`config.mk`:
```
export PLATFORM = sky130hd
export DESIGN_NAME = pmt_timer
export DESIGN_NICKNAME = d
export VERILOG_FILES = /design/src/hw/pmt_pkg.sv /design/src/hw/pmt_postscale.sv /design/src/hw/pmt_timer.sv
export VERILOG_INCLUDE_DIRS = /design/src /design/src/hw
export SDC_FILE = /design/constraint.sdc
export NUM_CORES = 1
export LEC_CHECK = 0
export ABC_CLOCK_PERIOD_IN_PS = 2100
export CELL_PAD_IN_SITES_DETAIL_PLACEMENT = 1
export CELL_PAD_IN_SITES_GLOBAL_PLACEMENT = 1
export CORE_AREA = 2 2 86 88
export DETAILED_ROUTE_END_ITERATION = 12
export DIE_AREA = 0 0 88 90
export DONT_BUFFER_PORTS = 1
export PLACE_DENSITY = 0.76
export SLEW_MARGIN = 30
export SYNTH_ARGS = -nofsm -noshare
export SYNTH_HDL_FRONTEND = slang
export SYNTH_SLANG_ARGS = --single-unit
```
`constraint.sdc`:
```
create_clock -name mclk -period 2.1 [get_ports mclk]
set_input_delay 0.21 -clock mclk [delete_from_list [all_inputs] [get_ports mclk]]
set_output_delay 0.21 -clock mclk [all_outputs]
set_load 0.01 [all_outputs]
```
`src/hw/pmt_regs.svh`:
```
// Register map, field positions and reset values of the period match timer
`ifndef PMT_REGS_SVH
`define PMT_REGS_SVH
`define PMT_ADDR_COUNT 4'h0
`define PMT_ADDR_PERIOD 4'h1
`define PMT_ADDR_CONTROL 4'h2
`define PMT_ADDR_FLAG 4'h3
`define PMT_ADDR_ENABLE 4'h4
`define PMT_CTL_DIV_LO 0
`define PMT_CTL_DIV_HI 1
`define PMT_CTL_RUN 2
`define PMT_CTL_POST_LO 3
`define PMT_CTL_POST_HI 6
`define PMT_FLAG_MATCH 1
`define PMT_COUNT_RST 8'h00
`define PMT_PERIOD_RST 8'hff
`define PMT_CONTROL_RST 7'h00
`define PMT_DIV4_LAST 4'h3
`define PMT_DIV16_LAST 4'hf
`define PMT_SUB_LAST 2'h3
`define PMT_CTL_MASK 8'h7f
`endif

```
`src/hw/pmt_pkg.sv`:
```
// Types shared by the period match timer files
package pmt_pkg;
  typedef enum logic [1:0] {
    PMT_DIV1,
    PMT_DIV4,
    PMT_DIV16
  } pmt_div_t;
  typedef logic [7:0] pmt_byte_t;
endpackage

```
`src/hw/pmt_postscale.sv`:
```
// Match event postscaler: counts matches and emits one pulse per ratio plus one matches
`include "pmt_regs.svh"
module pmt_postscale
  import pmt_pkg::*;
(
  // Clock and reset
  input wire logic mclk,
  input wire logic sys_rst,
  // Control
  input wire logic clear,
  input wire logic [3:0] ratioSel,
  input wire logic matchIn,
  // Result
  output logic done
);
  logic [3:0] cnt_q;
  logic [3:0] cnt_d;
  wire logic atLast = (cnt_q == ratioSel);

  assign done = matchIn && atLast && !clear;
  assign cnt_d = clear ? 4'h0 : (matchIn ? (atLast ? 4'h0 : cnt_q + 4'h1) : cnt_q);

  always_ff @(posedge mclk) begin
    if (sys_rst) begin
      cnt_q <= 4'h0;
    end else begin
      cnt_q <= cnt_d;
    end
  end

  post_bound_a: assert property (@(posedge mclk) disable iff (sys_rst)
    cnt_q <= ratioSel || $past(clear) || $changed(ratioSel))
    else $error("postscaler count passed its ratio");
endmodule

```
`src/hw/pmt_timer.sv`:
```
// Period match timer with Avalon-MM register slave and level interrupt
`include "pmt_regs.svh"
module pmt_timer
  import pmt_pkg::*;
(
  // Clock and reset
  input wire logic mclk,
  input wire logic sys_rst,
  // Avalon-MM slave
  input wire logic [3:0] avsAddress,
  input wire logic avsRead,
  input wire logic avsWrite,
  input wire logic [31:0] avsWritedata,
  input wire logic [3:0] avsByteenable,
  output logic [31:0] avsReaddata,
  output logic avsWaitrequest,
  output logic [1:0] avsResponse,
  // Instruction clock tick (oscillator divided by four), same domain
  input wire logic instrTick,
  // Timer outputs
  output logic matchPulse,
  output logic compareTimebase,
  output logic serialShiftClk,
  output logic irq
);
  ////////////////////////////////////////////////////////////////////////////
  // Register state
  logic [7:0] count_q;
  logic [7:0] count_d;
  logic [7:0] period_q;
  logic [7:0] period_d;
  logic [6:0] control_q;
  logic [6:0] control_d;
  logic [7:0] flag_q;
  logic [7:0] flag_d;
  logic [7:0] enable_q;
  logic [7:0] enable_d;
  logic [3:0] pre_q;
  logic [3:0] pre_d;
  logic [31:0] rdata_q;
  logic [31:0] rdata_d;
  logic ack_q;
  logic err_q;
  logic shiftClk_q;
  logic match_q;

  function automatic logic [3:0] preLast(input logic [1:0] sel);
    pmt_div_t d;
    d = sel[1] ? PMT_DIV16 : (sel[0] ? PMT_DIV4 : PMT_DIV1);
    case (d)
      PMT_DIV1: preLast = 4'h0;
      PMT_DIV4: preLast = `PMT_DIV4_LAST;
      PMT_DIV16: preLast = `PMT_DIV16_LAST;
      default: preLast = 4'h0;
    endcase
  endfunction

  function automatic logic [7:0] laneMerge(input logic [7:0] old, input logic [7:0] nw,
                                           input logic en);
    laneMerge = en ? nw : old;
  endfunction

  ////////////////////////////////////////////////////////////////////////////
  // Bus decode
  // One wait state: the access completes on the edge after the request is seen,
  // which keeps read data registered.
  wire logic busReq = (avsRead || avsWrite) && !ack_q;
  wire logic wrStb = avsWrite && ack_q;
  wire logic lane0 = avsByteenable[0];
  wire logic mapped = (avsAddress <= `PMT_ADDR_ENABLE);
  wire logic wrCount = wrStb && lane0 && (avsAddress == `PMT_ADDR_COUNT);
  wire logic wrPeriod = wrStb && lane0 && (avsAddress == `PMT_ADDR_PERIOD);
  wire logic wrControl = wrStb && lane0 && (avsAddress == `PMT_ADDR_CONTROL);
  wire logic wrFlag = wrStb && lane0 && (avsAddress == `PMT_ADDR_FLAG);
  wire logic wrEnable = wrStb && lane0 && (avsAddress == `PMT_ADDR_ENABLE);

  assign avsWaitrequest = (avsRead || avsWrite) && !ack_q;
  assign avsReaddata = rdata_q;
  assign avsResponse = err_q ? 2'b10 : 2'b00;

  ////////////////////////////////////////////////////////////////////////////
  // Counting path
  wire logic run = control_q[`PMT_CTL_RUN];
  wire logic [1:0] divSel = control_q[`PMT_CTL_DIV_HI:`PMT_CTL_DIV_LO];
  wire logic [3:0] postSel = control_q[`PMT_CTL_POST_HI:`PMT_CTL_POST_LO];
  wire logic scalerClear = wrCount || wrControl;
  wire logic preWrap = (pre_q >= preLast(divSel));
  wire logic tick = run && instrTick && preWrap && !scalerClear;
  wire logic match = (count_q == period_q);
  wire logic postDone;

  // Prescaler counts instruction ticks only while running
  assign pre_d = scalerClear ? 4'h0 :
                 ((run && instrTick) ? (preWrap ? 4'h0 : pre_q + 4'h1) : pre_q);

  // Software write wins over counting; a control write holds the count.
  // The tick that finds count equal to period reloads zero instead of stepping,
  // so one period spans period plus one ticks.
  assign count_d = wrCount ? laneMerge(count_q, avsWritedata[7:0], lane0) :
                   (tick && match) ? `PMT_COUNT_RST :
                   tick ? count_q + 8'h01 : count_q;
  assign period_d = wrPeriod ? avsWritedata[7:0] : period_q;
  assign control_d = wrControl ? avsWritedata[6:0] : control_q;
  assign enable_d = wrEnable ? (avsWritedata[7:0] & 8'h02) : enable_q;

  // Hardware set wins over a software clear in the same cycle
  wire logic [7:0] flagSet = {6'h00, postDone, 1'b0};
  wire logic [7:0] flagKeep = wrFlag ? (flag_q & avsWritedata[7:0]) : flag_q;
  assign flag_d = flagKeep | flagSet;

  assign rdata_d = (avsAddress == `PMT_ADDR_COUNT) ? {24'h0, count_q} :
                   (avsAddress == `PMT_ADDR_PERIOD) ? {24'h0, period_q} :
                   (avsAddress == `PMT_ADDR_CONTROL) ? {25'h0, control_q} :
                   (avsAddress == `PMT_ADDR_FLAG) ? {24'h0, flag_q} :
                   (avsAddress == `PMT_ADDR_ENABLE) ? {24'h0, enable_q} : 32'h0;

  pmt_postscale postscaler (
    .mclk(mclk),
    .sys_rst(sys_rst),
    .clear(scalerClear),
    .ratioSel(postSel),
    .matchIn(match_q && run),
    .done(postDone)
  );

  ////////////////////////////////////////////////////////////////////////////
  // Flip-flops
  always_ff @(posedge mclk) begin
    if (sys_rst) begin
      count_q <= `PMT_COUNT_RST;
      period_q <= `PMT_PERIOD_RST;
      control_q <= `PMT_CONTROL_RST;
      pre_q <= 4'h0;
    end else begin
      count_q <= count_d;
      period_q <= period_d;
      control_q <= control_d;
      pre_q <= pre_d;
    end
  end

  // Match registered into a one-cycle pulse in the cycle after the tick that finds equality
  always_ff @(posedge mclk) begin
    if (sys_rst) begin
      match_q <= 1'b0;
      flag_q <= 8'h00;
      enable_q <= 8'h00;
    end else begin
      match_q <= match && run && tick;
      flag_q <= flag_d;
      enable_q <= enable_d;
    end
  end

  always_ff @(posedge mclk) begin
    if (sys_rst) begin
      ack_q <= 1'b0;
      err_q <= 1'b0;
      rdata_q <= 32'h0;
    end else begin
      ack_q <= busReq;
      err_q <= busReq && !mapped;
      rdata_q <= busReq ? rdata_d : rdata_q;
    end
  end

  // Serial shift clock toggles on each match, halving the match rate
  always_ff @(posedge mclk) begin
    if (sys_rst) begin
      shiftClk_q <= 1'b0;
    end else if (match_q && run) begin
      shiftClk_q <= !shiftClk_q;
    end
  end

  assign matchPulse = match_q && run;
  assign compareTimebase = match_q && run;
  assign serialShiftClk = shiftClk_q;
  assign irq = |(flag_q & enable_q);

  ////////////////////////////////////////////////////////////////////////////
  // Checks
  reload_zero_a: assert property (@(posedge mclk) disable iff (sys_rst)
    (tick && match && !wrCount) |=> (count_q == 8'h00))
    else $error("count not reloaded after match");

  count_step_a: assert property (@(posedge mclk) disable iff (sys_rst)
    (tick && !match && !wrCount) |=> (count_q == $past(count_q) + 8'h01))
    else $error("count did not step on tick");

  stopped_hold_a: assert property (@(posedge mclk) disable iff (sys_rst)
    (!run && !wrCount) |=> $stable(count_q))
    else $error("count moved while stopped");

  ctl_keeps_count_a: assert property (@(posedge mclk) disable iff (sys_rst)
    (wrControl && !tick && !matchPulse) |=> $stable(count_q))
    else $error("control write changed count");

  scaler_clear_a: assert property (@(posedge mclk) disable iff (sys_rst)
    scalerClear |=> (pre_q == 4'h0))
    else $error("prescaler not cleared");

  flag_sticky_a: assert property (@(posedge mclk) disable iff (sys_rst)
    (flag_q[`PMT_FLAG_MATCH] && !wrFlag) |=> flag_q[`PMT_FLAG_MATCH])
    else $error("match flag dropped without clear");

  flag_set_a: assert property (@(posedge mclk) disable iff (sys_rst)
    postDone |=> flag_q[`PMT_FLAG_MATCH])
    else $error("match flag not set");

  irq_gate_a: assert property (@(posedge mclk) disable iff (sys_rst)
    irq == (flag_q[`PMT_FLAG_MATCH] && enable_q[`PMT_FLAG_MATCH]))
    else $error("interrupt gating wrong");

  match_seen_a: assert property (@(posedge mclk) disable iff (sys_rst)
    (tick && run && count_q == period_q) |=> matchPulse)
    else $error("match not raised");

  bus_answer_a: assert property (@(posedge mclk) disable iff (sys_rst)
    (avsRead && avsWaitrequest) |=> !avsWaitrequest)
    else $error("bus answer late");
endmodule

```
# Word-level counts from Yosys, hierarchy flattened
# Index checks and enable logic that the tools add are counted.
dict set report totals {
  register_bits 76
  inputBits 45
  out_inout_bits 39
  elab_cells 74
}
dict set report op_classes {
  add_sub_neg 3
  magnitude_cmp 2
  eq_ne 9
  muxes 16
  n_bitwise 3
  reduce_logical 29
}
# op count
set ops {}
lappend ops {{$mux W8} 9}
lappend ops {{$logic_and A1 B1 Y1} 18}
lappend ops {{$add A4 B1 Y4 const B} 2}
lappend ops {{$add A8 B1 Y8 const B} 1}
lappend ops {{$and A8 B2 Y8} 1}
lappend ops {{$and A8 B8 Y8} 1}
lappend ops {{$eq A4 B2 Y1 const B} 2}
lappend ops {{$eq A8 B8 Y1} 1}
lappend ops {{$mux W4} 2}
lappend ops {{$or A8 B2 Y8} 1}
lappend ops {{$pmux W4 S2} 1}
lappend ops {{$reduce_or A8 Y1} 1}
lappend ops {{$mux W2} 3}
lappend ops {{$eq A4 B1 Y1 const B} 1}
lappend ops {{$eq A4 B3 Y1 const B} 1}
lappend ops {{$eq A4 B4 Y1} 1}
lappend ops {{$ge A4 B4 Y1} 1}
lappend ops {{$le A4 B3 Y1 const B} 1}
lappend ops {{$logic_not A1 Y1} 4}
lappend ops {{$logic_not A4 Y1} 1}
lappend ops {{$reduce_bool A3 Y1} 1}
lappend ops {{$eq A2 B1 Y1 const B} 1}
lappend ops {{$eq A2 B2 Y1 const B} 1}
lappend ops {{$logic_or A1 B1 Y1} 2}
lappend ops {{4 further kinds} 4}

# Depth between registers and ports, before layout
# Gate-level depths: netlist (run 1).
dict set report logic_depth {
  word_depth 10
  ltp_mapped 8
  ltp_nobuf 7
}

# Modules after synthesis
# From an unflattened synthesis (run 1), not the netlist that was laid out.
dict set report unflattened {
  cells_unflattened 346
  area_unflattened_um2 2979.1
}
# module instances cells_each area_per_inst_um2 seq_area_each_um2
set by_module_without_submodules {}
lappend by_module_without_submodules {pmt_timer 1 320 2710.1 960.9}
lappend by_module_without_submodules {pmt_postscale 1 26 269.0 80.1}

# Worst setup path after synthesis (run 1)
# No wires, ideal clock.
dict set report synth_timing {
  path_kind {reg2reg}
  start {reg control_q[0]}
  end {reg count_q[3]}
  setup_time_ns 0.103
  arrival_ns 2.104
  required_ns 1.997
  path_slack_ns -0.107
  path_stages_with_launch 9
  path_buffers 1
  period_less_slack_ns 2.207
  path_cell_list {dfxtp_1 or2_2 ha_1 nand2b_1 a2111oi_4 or3_1 buf_6 nor2_1 a2111oi_2}
}
dict set report synth_via {
  elab_chain_len 10
  elab_cells_between_ends 13
  classes_between {order compare (1); eq/ne (2); mux (5); reduce/logical (5)}
}
# item line_no
set synth_lines {}
lappend synth_lines {{start: declaration} pmt_timer.sv:32} ;# logic [6:0] control_q;
lappend synth_lines {{start signal: assignment} pmt_timer.sv:132} ;# control_q <= `PMT_CONTROL_RST;
lappend synth_lines {{start signal: assignment} pmt_timer.sv:137} ;# control_q <= control_d;
lappend synth_lines {{$mux W1 (*)} pmt_timer.sv:49} ;# d = sel[1] ? PMT_DIV16 : (sel[0] ? PMT_DIV4 : PMT_DIV1);
lappend synth_lines {{$mux W2 (*)} pmt_timer.sv:49}
lappend synth_lines {{$eq A2 B2 Y1 or $eq A2 B1 Y1 (tied branches)} pmt_timer.sv:50} ;# case (d)
lappend synth_lines {{$pmux W4 S2 (*)} pmt_timer.sv:50}
lappend synth_lines {{$ge A4 B4 Y1 (*)} pmt_timer.sv:87} ;# wire logic preWrap = (pre_q >= preLast(divSel));
lappend synth_lines {{$logic_and A1 B1 Y1 (*) (2 in a row)} pmt_timer.sv:88} ;# wire logic tick = run && instrTick && preWrap && !scalerClear;
lappend synth_lines {{$logic_and A1 B1 Y1} pmt_timer.sv:100} ;# (tick && match) ? `PMT_COUNT_RST :
lappend synth_lines {{$reduce_bool A3 Y1 (no source line) or $mux W8 (tied branches)} --}
lappend synth_lines {{$reduce_and A2 Y1 (no source line) or $mux W8 (tied branches)} --}
lappend synth_lines {{end signal: assignment} pmt_timer.sv:130} ;# count_q <= `PMT_COUNT_RST;
lappend synth_lines {{end signal: assignment} pmt_timer.sv:135} ;# count_q <= count_d;
lappend synth_lines {{end: declaration} pmt_timer.sv:28} ;# logic [7:0] count_q;
# Mark *: on every way between the ends. The rest lies on a longest branch, timed or not.
# A chain may end at the register's enable or synchronous reset.

# Worst setup path in the final report (run 1)
dict set report layout_timing {
  start {reg control_q[1]}
  end {reg count_q[6]}
}
dict set report layout_via {
  elab_chain_len 9
  elab_cells_between_ends 12
  classes_between {order compare (1); eq/ne (2); mux (4); reduce/logical (5)}
}
# item line_no
set layout_lines {}
lappend layout_lines {{$mux W2 (*)} pmt_timer.sv:49}
lappend layout_lines {{$eq A2 B2 Y1 or $eq A2 B1 Y1 (tied branches)} pmt_timer.sv:50}
lappend layout_lines {{$pmux W4 S2 (*)} pmt_timer.sv:50}
lappend layout_lines {{$ge A4 B4 Y1 (*)} pmt_timer.sv:87}
lappend layout_lines {{$logic_and A1 B1 Y1 (*) (2 in a row)} pmt_timer.sv:88}
lappend layout_lines {{$logic_and A1 B1 Y1} pmt_timer.sv:100}
lappend layout_lines {{$reduce_bool A3 Y1 (no source line) or $mux W8 (tied branches)} --}
lappend layout_lines {{$reduce_and A2 Y1 (no source line) or $mux W8 (tied branches)} --}
# Marked as above.

==> results.cfg, run 1 <==
[route]
drt_pass1_iterations = 5
avgRoutedWirePerCell_um = 16.8
num_vias = 2267
drt_iter0_drc = 112
ant_nets = 0
drt_wl_total_um = 7160
avgViaCountPerCell = 5.33
drc_errors = 0

[cts]
clk_latency_ns = 0.32
numCtsBuffers = 5
cts_tree = yes
htreeDepth = 2
cts-root-buf = clkbuf_8
clkTransAtPathRegs_ns = 0.11
clkSinkCount = 52
clock_path_buffers = 2

[power]
clock_power_share = 0.384
p_int_mw = 1.42
seq_power_share = 0.541
p_leak_nw = 1.12
p_sw_frac = 0.250
power.switching_mw = 0.473
peakVddDrop_v = 0.000221
power_density_nw_per_um2 = 593
pwr-share-comb = 0.075

[synthesis]
synthFlopType = dfxtp_1
synth_top_area_frac = 0.361
synth.avg_cell_area_sq_um = 9.13
synth_area_sq_um = 2890
yosysTopAreaCell = dfxtp_1
synthesis.instances = 316
synth_seq_area_share = 0.361
synth_edf_count = 0
synth_seq_cells = 52
ys_async_sr_fraction = 0
ys_warn_count = 0
synth_area_leaders = dfxtp_1 (36%), buf_4 (7.0%), nor2_1 (5.2%)
synth.distinct_cells = 54

[final_layout]
multi_input_area_sq_um = 1690
ff_latch_area_sq_um = 1040
synthToLayoutAreaGrowth_pct = 10.6
drive_gt1_frac = 0.169
final_common_cell = dfxtp_1
fin_nets = 377
antenna_cells = 0
final_cell_mix = dfxtp_1 (50), nor2_1 (40), conb_1 (25)
finalNonFillerCells = 425
fill_cells = 835

[grt]
overflow = 0
grt_pass1_vias = 2238
grt_start_max_net_pins = 44
antenna_found_initial = 0
grt_pass1_wl_um = 11300
grt.total_usage = 0.185

[timing]
whs_ns = 0.00949
hold_viol_final = 0
rsz0062_at_grt = yes
clock_skew_ns = 0.0100
worstMarginPinSlew_ns = 0.652
setup_viol = 0
period_share = 0.993
maxSlewViolCount = 0
slew_headroom = 0.561
period_needed_ns = 2.09
clock.fmax_mhz = 480

[placed_design]
portBuffers = 0
finalWeightedCongestion = 0.824
dpl.cell_count = 410
dpl.hpwl_um = 4960

[status]
status = finished clean

[floorplanning]
rows = 31
die_area_sq_um = 7920
die_w_um = 88
die_h_um = 90
ios = 84
initial_core_util = 0.411
core_area_sq_um = 7020

[setup_path]
crit_required_ns = 2.36
path_class = reg -> reg
endpoint_kind = register
cp-start-kind = register
arrival_ns = 2.34
crit_path_max_fanout = 5

[job]
cap_violations = 0

[worst_hold_path]
hold_class = in -> reg
metrics by stage:
| stage | area, sq um | utilization | setup TNS [ns] | power [mW] | worst slack [ns] |
|---|---|---|---|---|---|
| 2_1_floorplan | 2990 | - | 0 | 1.20 | 0.0385 |
| 4_1_cts | 3100 | 0.442 | -0.0105 | 1.90 | -0.0105 |
| 3_3_place_gp | 2920 | 0.416 | -0.0151 | 1.15 | -0.0151 |
| 3_5_place_dp | 2920 | 0.416 | -0.114 | 1.16 | -0.0504 |
| 5_1_grt | 3190 | 0.455 | -0.190 | 1.97 | -0.0700 |
| 6_report | 3190 | 0.455 | 0 | 1.89 | 0.0150 |
worst max-delay path, cell delays in order (launching register included):
cell,delay [ns]
dfxtp_2,0.34
or2_4,0.26
ha_4,0.21
nand2b_4,0.14
a2111oi_4,0.36
buf_4,0.19
nor3_4,0.06
buf_6,0.12
a31o_4,0.22
nor3_2,0.14
layer usage:
metal | GRT usage | vias to the layer above | routed length, um
li1 | - | 1089 | -
met1 | 0.244 | 1108 | 3220
met2 | 0.299 | 59 | 3460
met3 | 0.0312 | 11 | 327
met4 | 0.0667 | 0 | 149
met5 | 0 | - | 0
power by group through the flow:
stage	Sequential, mW	Clock [mW]	Combinational (mW)
after global routing	1.03	0.783	0.156
after global placement	1.05	0	0.106
after floorplan	1.04	0	0.159
after detailed placement	1.05	0	0.108
final	1.02	0.727	0.142
after CTS	1.02	0.747	0.133
cells by family (layout without fill, tap and decap cells):
group / after synthesis / in the layout / synth area share
buf+inv: 49 / 35 / 0.109
flops: 52 / 52 / 0.361
simple gates: 125 / 125 / 0.236
other cells: 1 / 25 / 0.00130
mux: 10 / 10 / 0.0668
xor+xnor: 19 / 19 / 0.0577
fa+ha+maj: 7 / 7 / 0.0303
compound gates: 53 / 53 / 0.138
path summary, 6_finish.rpt:
kind	from	endpoint	slack, ns	cells past startpoint
max	control_q[1]	count_q[6]	0.01	9
min	avsWritedata[3]	period_q[3]	0.009	1
max reg2reg	control_q[1]	count_q[6]	0.01	9
min reg2reg	flag_q[3]	flag_q[3]	0.48	1
timing repair:
action,in CTS,in global routing
hold buffers,5,1
gates cloned,0,0
buffers inserted,0,1
gates resized for setup,1,14
endpoints found under the hold margin,43,1
pin swaps,0,9
setup endpoints to repair,3,7
state kept, by name, summed over array words and instances, names as in the netlist:
name	flops
ack_q	1
avsReaddata	8
control_q	7
count_q	8
enable_q	1
err_q	1
flag_q	8
match_q	1
period_q	8
postscaler.cnt_q	4
pre_q	4
serialShiftClk	1
Yosys cell counts (all sizes together) (2+ instances only):
cell     instances
buf             32
or2              2
nor2b            9
inv              5
mux4             7
nor4b            2
ha               7
nand2           20
a21oi           17
o21bai           2
nand3b           2
nand2b           2
mux2i            2
clkbuf          11
nor3             9
nand4            2
a311oi           4
o21ai            3
nor2            40
xor2            11
a2111oi          2
a31oi            2
nor3b            7
a211o            8
a211oi           4
a22oi            8
dfxtp           52
or3              4
nor4             3
nand3           19
xnor2            8
layout make-up:
| type | instances | area share |
|---|---|---|
| tap | 99 | 0.0388 |
| sequential | 52 | 0.327 |
| clock buffer | 5 | 0.0216 |
| clock inverter | 3 | 0.0145 |
| timing repair buffer | 21 | 0.0608 |
| multi-input combinational | 239 | 0.530 |
| inverter | 6 | 0.00706 |
No activity file was read; power rests on OpenSTA's default activity.
==> run 2, diff against run 1 <==
--- a/config.mk
+++ b/config.mk
@@ -9,12 +9,13 @@
 export ABC_CLOCK_PERIOD_IN_PS = 2100
 export CELL_PAD_IN_SITES_DETAIL_PLACEMENT = 1
 export CELL_PAD_IN_SITES_GLOBAL_PLACEMENT = 1
-export CORE_AREA = 2 2 86 88
+export CORE_AREA = 2 2 88 90
 export DETAILED_ROUTE_END_ITERATION = 12
-export DIE_AREA = 0 0 88 90
+export DIE_AREA = 0 0 90 92
 export DONT_BUFFER_PORTS = 1
 export PLACE_DENSITY = 0.76
 export SLEW_MARGIN = 30
 export SYNTH_ARGS = -nofsm -noshare
 export SYNTH_HDL_FRONTEND = slang
+export SYNTH_HIERARCHICAL = 1
 export SYNTH_SLANG_ARGS = --single-unit
==> results.cfg, run 2 <==
[grt]
grt.total_usage = 0.177
grt_pass1_wl_um = 11700
overflow = 0
antenna_found_initial = 0
grt_pass1_vias = 2365
grt_start_max_net_pins = 44

[timing]
clock.fmax_mhz = 492
rsz0062_at_grt = no
hold_viol_final = 0
clock_skew_ns = 0.0125
maxSlewViolCount = 0
setup_viol = 0
period_share = 0.968
period_needed_ns = 2.03

[route]
drt_iter0_drc = 75
drc_errors = 0
drt_wl_total_um = 7370
ant_nets = 0
drt_pass1_iterations = 4
num_vias = 2366
avgRoutedWirePerCell_um = 16.5
avgViaCountPerCell = 5.28

[power]
power_density_nw_per_um2 = 602
p_leak_nw = 1.25
power_mw = 1.90
peakVddDrop_v = 0.000249

[final_layout]
final_cell_mix = nor2_1 (52), dfxtp_1 (51), conb_1 (25)
antenna_cells = 0
drive_gt1_frac = 0.136
final_common_cell = nor2_1
synthToLayoutAreaGrowth_pct = 5.63
fin_nets = 397
final_util = 0.423

[floorplanning]
die_area_sq_um = 8280
die_h_um = 92
core_area_sq_um = 7450
rows = 32
ios = 84
die_w_um = 90
initial_core_util = 0.400

[worst_hold_path]
hold_depth = 1
hold_class = in -> reg
hold_start = sys_rst

[job]
cap_violations = 0

[cts]
clkSinkCount = 52
clock_path_buffers = 2
clk_latency_ns = 0.31
post_cts_buffers = 0
cts_tree = yes
htreeDepth = 2
numCtsBuffers = 5
cts-root-buf = clkbuf_8
clkTransAtPathRegs_ns = 0.10

[synthesis]
synth_seq_cells = 52
synth_area_sq_um = 2980
synth.avg_cell_area_sq_um = 8.61
synth_area_leaders = dfxtp_1 (35%), buf_4 (7.1%), nor2_1 (6.6%)
ys_async_sr_fraction = 0
synthesis.instances = 346
synth_edf_count = 0
synth_top_area_frac = 0.349
synth.distinct_cells = 60
yosysTopAreaCell = dfxtp_1
synth_seq_area_share = 0.349
synthFlopType = dfxtp_1
synth_common_cells = dfxtp_1 (52), nor2_1 (52), buf_4 (28), inv_1 (16), nand2_1 (16)
ys_warn_count = 6

[placed_design]
portBuffers = 0
finalWeightedCongestion = 0.768
dpl.hpwl_um = 5360

[setup_path]
crit_required_ns = 2.33
cp_num_cells = 8
cp-startpoint = control_q[0]
critPathTopFamily = compound AO/OA/AOI/OAI gates
critPathMaxStageDelay_ns = 0.50
r2r_start = control_q[0]
endpoint_kind = register
path_class = reg -> reg
rr_worst_depth = 8
cp_slowest_cell = a2111o_1
cp-start-kind = register
arrival_ns = 2.26
cp_num_buf_inv = 0
path_cells = or2_4 > ha_4 > nand2b_4 > a2111o_1 > nand3_4 > o21bai_4 > a22oi_2 > o31ai_2
crit_path_max_fanout = 6

[status]
status = finished clean
==> run 2: cell count changes after synthesis, sizes merged, moves of 7 or more <==
cell and delta:
a22oi -7, inv +12, a221oi +9, nor2b -7, mux2i +11, o21ai +11, mux4 -7, nor2 +15
==> run 2: where the power goes <==
group | internal, mW | switching (mW)
Sequential | 1.01 | 0.0242
Clock | 0.361 | 0.350
Combinational | 0.0558 | 0.0992
Total | 1.42 | 0.474
==> run 2: kinds of logic (layout without fill, tap and decap cells) <==
logic type      Yosys count  after routing  share of synthesized area
compound gates           61             61                      0.164
xor+xnor                 18             18                     0.0529
fa+ha+maj                 7              7                     0.0294
buf+inv                  60             36                      0.116
flops                    52             52                      0.349
mux                      14             14                     0.0475
other cells               1             25                    0.00126
simple gates            133            133                      0.239
==> run 2: path summary, 6_finish.rpt <==
| check | end | slack (ns) |
|---|---|---|
| min reg2reg | flag_q[6] | 0.48 |
| max | count_q[7] | 0.07 |
| min | period_q[4] | 0.01 |
| max reg2reg | count_q[7] | 0.07 |
==> run 2: layer usage <==
layer / track usage / vias to the layer above / wire length, um
met4: 0.0615 / 0 / 128
met1: 0.211 / 1156 / 3150
met3: 0.0337 / 10 / 316
met5: 0 / - / 0
li1: - / 1149 / -
met2: 0.318 / 51 / 3780
==> run 2: metrics by stage <==
step	hold WS, ns	worst slack [ns]	TNS, ns	std cells	cell area [sq um]
2_1_floorplan	0.286	0.0658	0	370	3070
3_3_place_gp	0.285	-0.00350	-0.00350	439	2990
4_1_cts	0.00484	-0.0310	-0.0417	449	3140
3_5_place_dp	0.288	-0.0630	-0.181	439	2990
6_report	0.0121	0.0675	0	448	3150
5_1_grt	0.00782	0.00484	0	448	3150
==> run 2: area by class of cell <==
type | count | area (sq um)
clock buffers | 6 | 72.6
flip-flops and latches | 52 | 1040
multi-input cells | 258 | 1700
clock inverters | 2 | 38.8
fillers | 902 | 4300
repair buffers | 11 | 97.6
well taps | 102 | 128
inverters | 17 | 63.8
==> run 2: timing repair <==
action	CTS	global route
endpoints found under the hold margin	43	0
pin swaps	4	4
gates resized for setup	1	3
endpoints found under the setup margin	7	10
hold buffers	2	0
gates cloned	0	0
==> run 3, diff against run 2 <==
--- a/config.mk
+++ b/config.mk
@@ -6,14 +6,15 @@
 export SDC_FILE = /design/constraint.sdc
 export NUM_CORES = 1
 export LEC_CHECK = 0
-export ABC_CLOCK_PERIOD_IN_PS = 2100
+export ABC_CLOCK_PERIOD_IN_PS = 2420
 export CELL_PAD_IN_SITES_DETAIL_PLACEMENT = 1
 export CELL_PAD_IN_SITES_GLOBAL_PLACEMENT = 1
-export CORE_AREA = 2 2 88 90
+export CORE_AREA = 2 2 79 81
+export CTS_BUF_LIST = sky130_fd_sc_hd__clkbuf_8
 export DETAILED_ROUTE_END_ITERATION = 12
-export DIE_AREA = 0 0 90 92
+export DIE_AREA = 0 0 81 83
 export DONT_BUFFER_PORTS = 1
-export PLACE_DENSITY = 0.76
+export PLACE_DENSITY = 0.88
 export SLEW_MARGIN = 30
 export SYNTH_ARGS = -nofsm -noshare
 export SYNTH_HDL_FRONTEND = slang
==> constraint.sdc (replaced) <==
create_clock -name mclk -period 2.42 [get_ports mclk]
set_input_delay 0.242 -clock mclk [delete_from_list [all_inputs] [get_ports mclk]]
set_output_delay 0.242 -clock mclk [all_outputs]
set_load 0.01 [all_outputs]
==> results.cfg, run 3 (same netlist as run 2, synthesis figures left out) <==
[setup_path]
rr_worst_depth = 8
critPathMaxStageDelay_ns = 0.49
reg2reg_slack_ns = 0.16
endpoint_kind = register
crit_path_max_fanout = 8
arrival_ns = 2.46
path_cells = or2_2 > ha_1 > nand2b_4 > a2111o_1 > nand3_2 > nor2_1 > a31oi_1 > a211oi_1
cp_slowest_cell = a2111o_1
cp-start-kind = register
rr_endpoint = count_q[2]
path_class = reg -> reg
crit_required_ns = 2.62
r2r_start = control_q[0]

[route]
num_vias = 2394
avgViaCountPerCell = 5.75
drt_wl_total_um = 7790
ant_nets = 0
wl_met2_um = 4010
avgRoutedWirePerCell_um = 18.7
drt-met1-wl_um = 3260
drc_errors = 0
dr_wl_met3_um = 338
drt_iter0_drc = 157
maxUsedRoutingLayer = met5
drt_pass1_iterations = 4

[power]
power_density_nw_per_um2 = 544
p_leak_nw = 1.23
peakVddDrop_v = 0.000274

[worst_hold_path]
hold_start = sys_rst
hold_end = period_q[1]
hold_depth = 1
hold_class = in -> reg

[grt]
antenna_found_initial = 0
grt_pass1_vias = 2561
overflow = 0
grt_start_max_net_pins = 36
grt_pass1_wl_um = 12800
grt.total_usage = 0.247

[timing]
clock_skew_ns = 0.0170
rsz0062_at_grt = no
clock.fmax_mhz = 442
slew_headroom = 0.581
setup_viol = 0
period_share = 0.935
fin_tns_setup_ns = 0
fin_ws_ns = 0.158
worstMarginPinSlew_ns = 0.628
maxSlewViolCount = 0
period_needed_ns = 2.26
hold_viol_final = 0
whs_ns = 0.0150

[floorplanning]
die_w_um = 81
die_h_um = 83
initial_core_util = 0.512
ios = 84
die_area_sq_um = 6720
rows = 28
core_area_sq_um = 5820

[final_layout]
multi_input_area_sq_um = 1680
fill_cells = 697
synthToLayoutAreaGrowth_pct = 2.86
final_cell_mix = nor2_1 (52), dfxtp_1 (52), conb_1 (25)
ff_latch_area_sq_um = 1040
antenna_cells = 0
drive_gt1_frac = 0.117
fin_nets = 392

[placed_design]
dpl.hpwl_um = 5330
portBuffers = 0
pre_cts_slack_ns = 0.182
finalWeightedCongestion = 0.804

[cts]
numCtsBuffers = 5
htreeDepth = 2
clock_path_buffers = 2
cts_tree = yes
post_cts_buffers = 0
clkTransAtPathRegs_ns = 0.10
cts-root-buf = clkbuf_8
clkSinkCount = 52
clk_latency_ns = 0.32
cts_resized = 0

[job]
cap_violations = 0

[status]
status = finished clean
-- run 3: worst max-delay path by stage --
stage,to,start,depth (start not counted)
2_1_floorplan,count_q[2],control_q[0],8
3_3_place_gp,count_q[2],control_q[0],8
3_5_place_dp,count_q[3],control_q[0],8
4_1_cts,count_q[2],control_q[0],8
5_1_grt,count_q[2],control_q[1],8
6_report,count_q[2],control_q[0],8
-- run 3: what timing repair did --
action,in CTS,in global routing
endpoints found under the setup margin,0,0
hold endpoints to repair,35,2
hold buffers,2,1
-- run 3: metrics by stage --
step                      area (sq um)  power (mW)  std cells   util
after global placement            2900        1.02        405  0.499
after floorplan                   3070        1.05        370      -
after detailed placement          2900        1.03        405  0.499
final                             3060        1.67        416  0.527
after CTS                         3050        1.68        415  0.525
after global routing              3060        1.74        416  0.527
-- run 3: report_power, final --
part           internal (mW)  switching, mW
logic                 0.0464         0.0884
registers              0.872         0.0205
clock network          0.338          0.300
total                   1.26          0.409
-- run 3: final cells by class --
type | instances | share of cell area
tap | 75 | 0.0306
clock buffer | 6 | 0.0269
timing repair buffer | 6 | 0.0204
multi-input combinational | 258 | 0.549
clock inverter | 2 | 0.0127
inverter | 17 | 0.0208
sequential | 52 | 0.340
-- run 3: metal layers --
| layer | global-route usage | vias up |
|---|---|---|
| met1 | 0.291 | 1185 |
| met4 | 0.0740 | 2 |
| met3 | 0.0576 | 14 |
| li1 | - | 1131 |
| met5 | 0.0417 | - |
| met2 | 0.433 | 62 |
-- run 3: critical path: cells and delay by family, from the launching register on --
| family | cells | cell delay [ns] |
|---|---|---|
| adder cells (fa/ha/maj) | 1 | 0.28 |
| AND/OR/NAND/NOR | 4 | 0.74 |
| flip-flops | 1 | 0.35 |
| AO/OA/AOI/OAI | 3 | 0.77 |
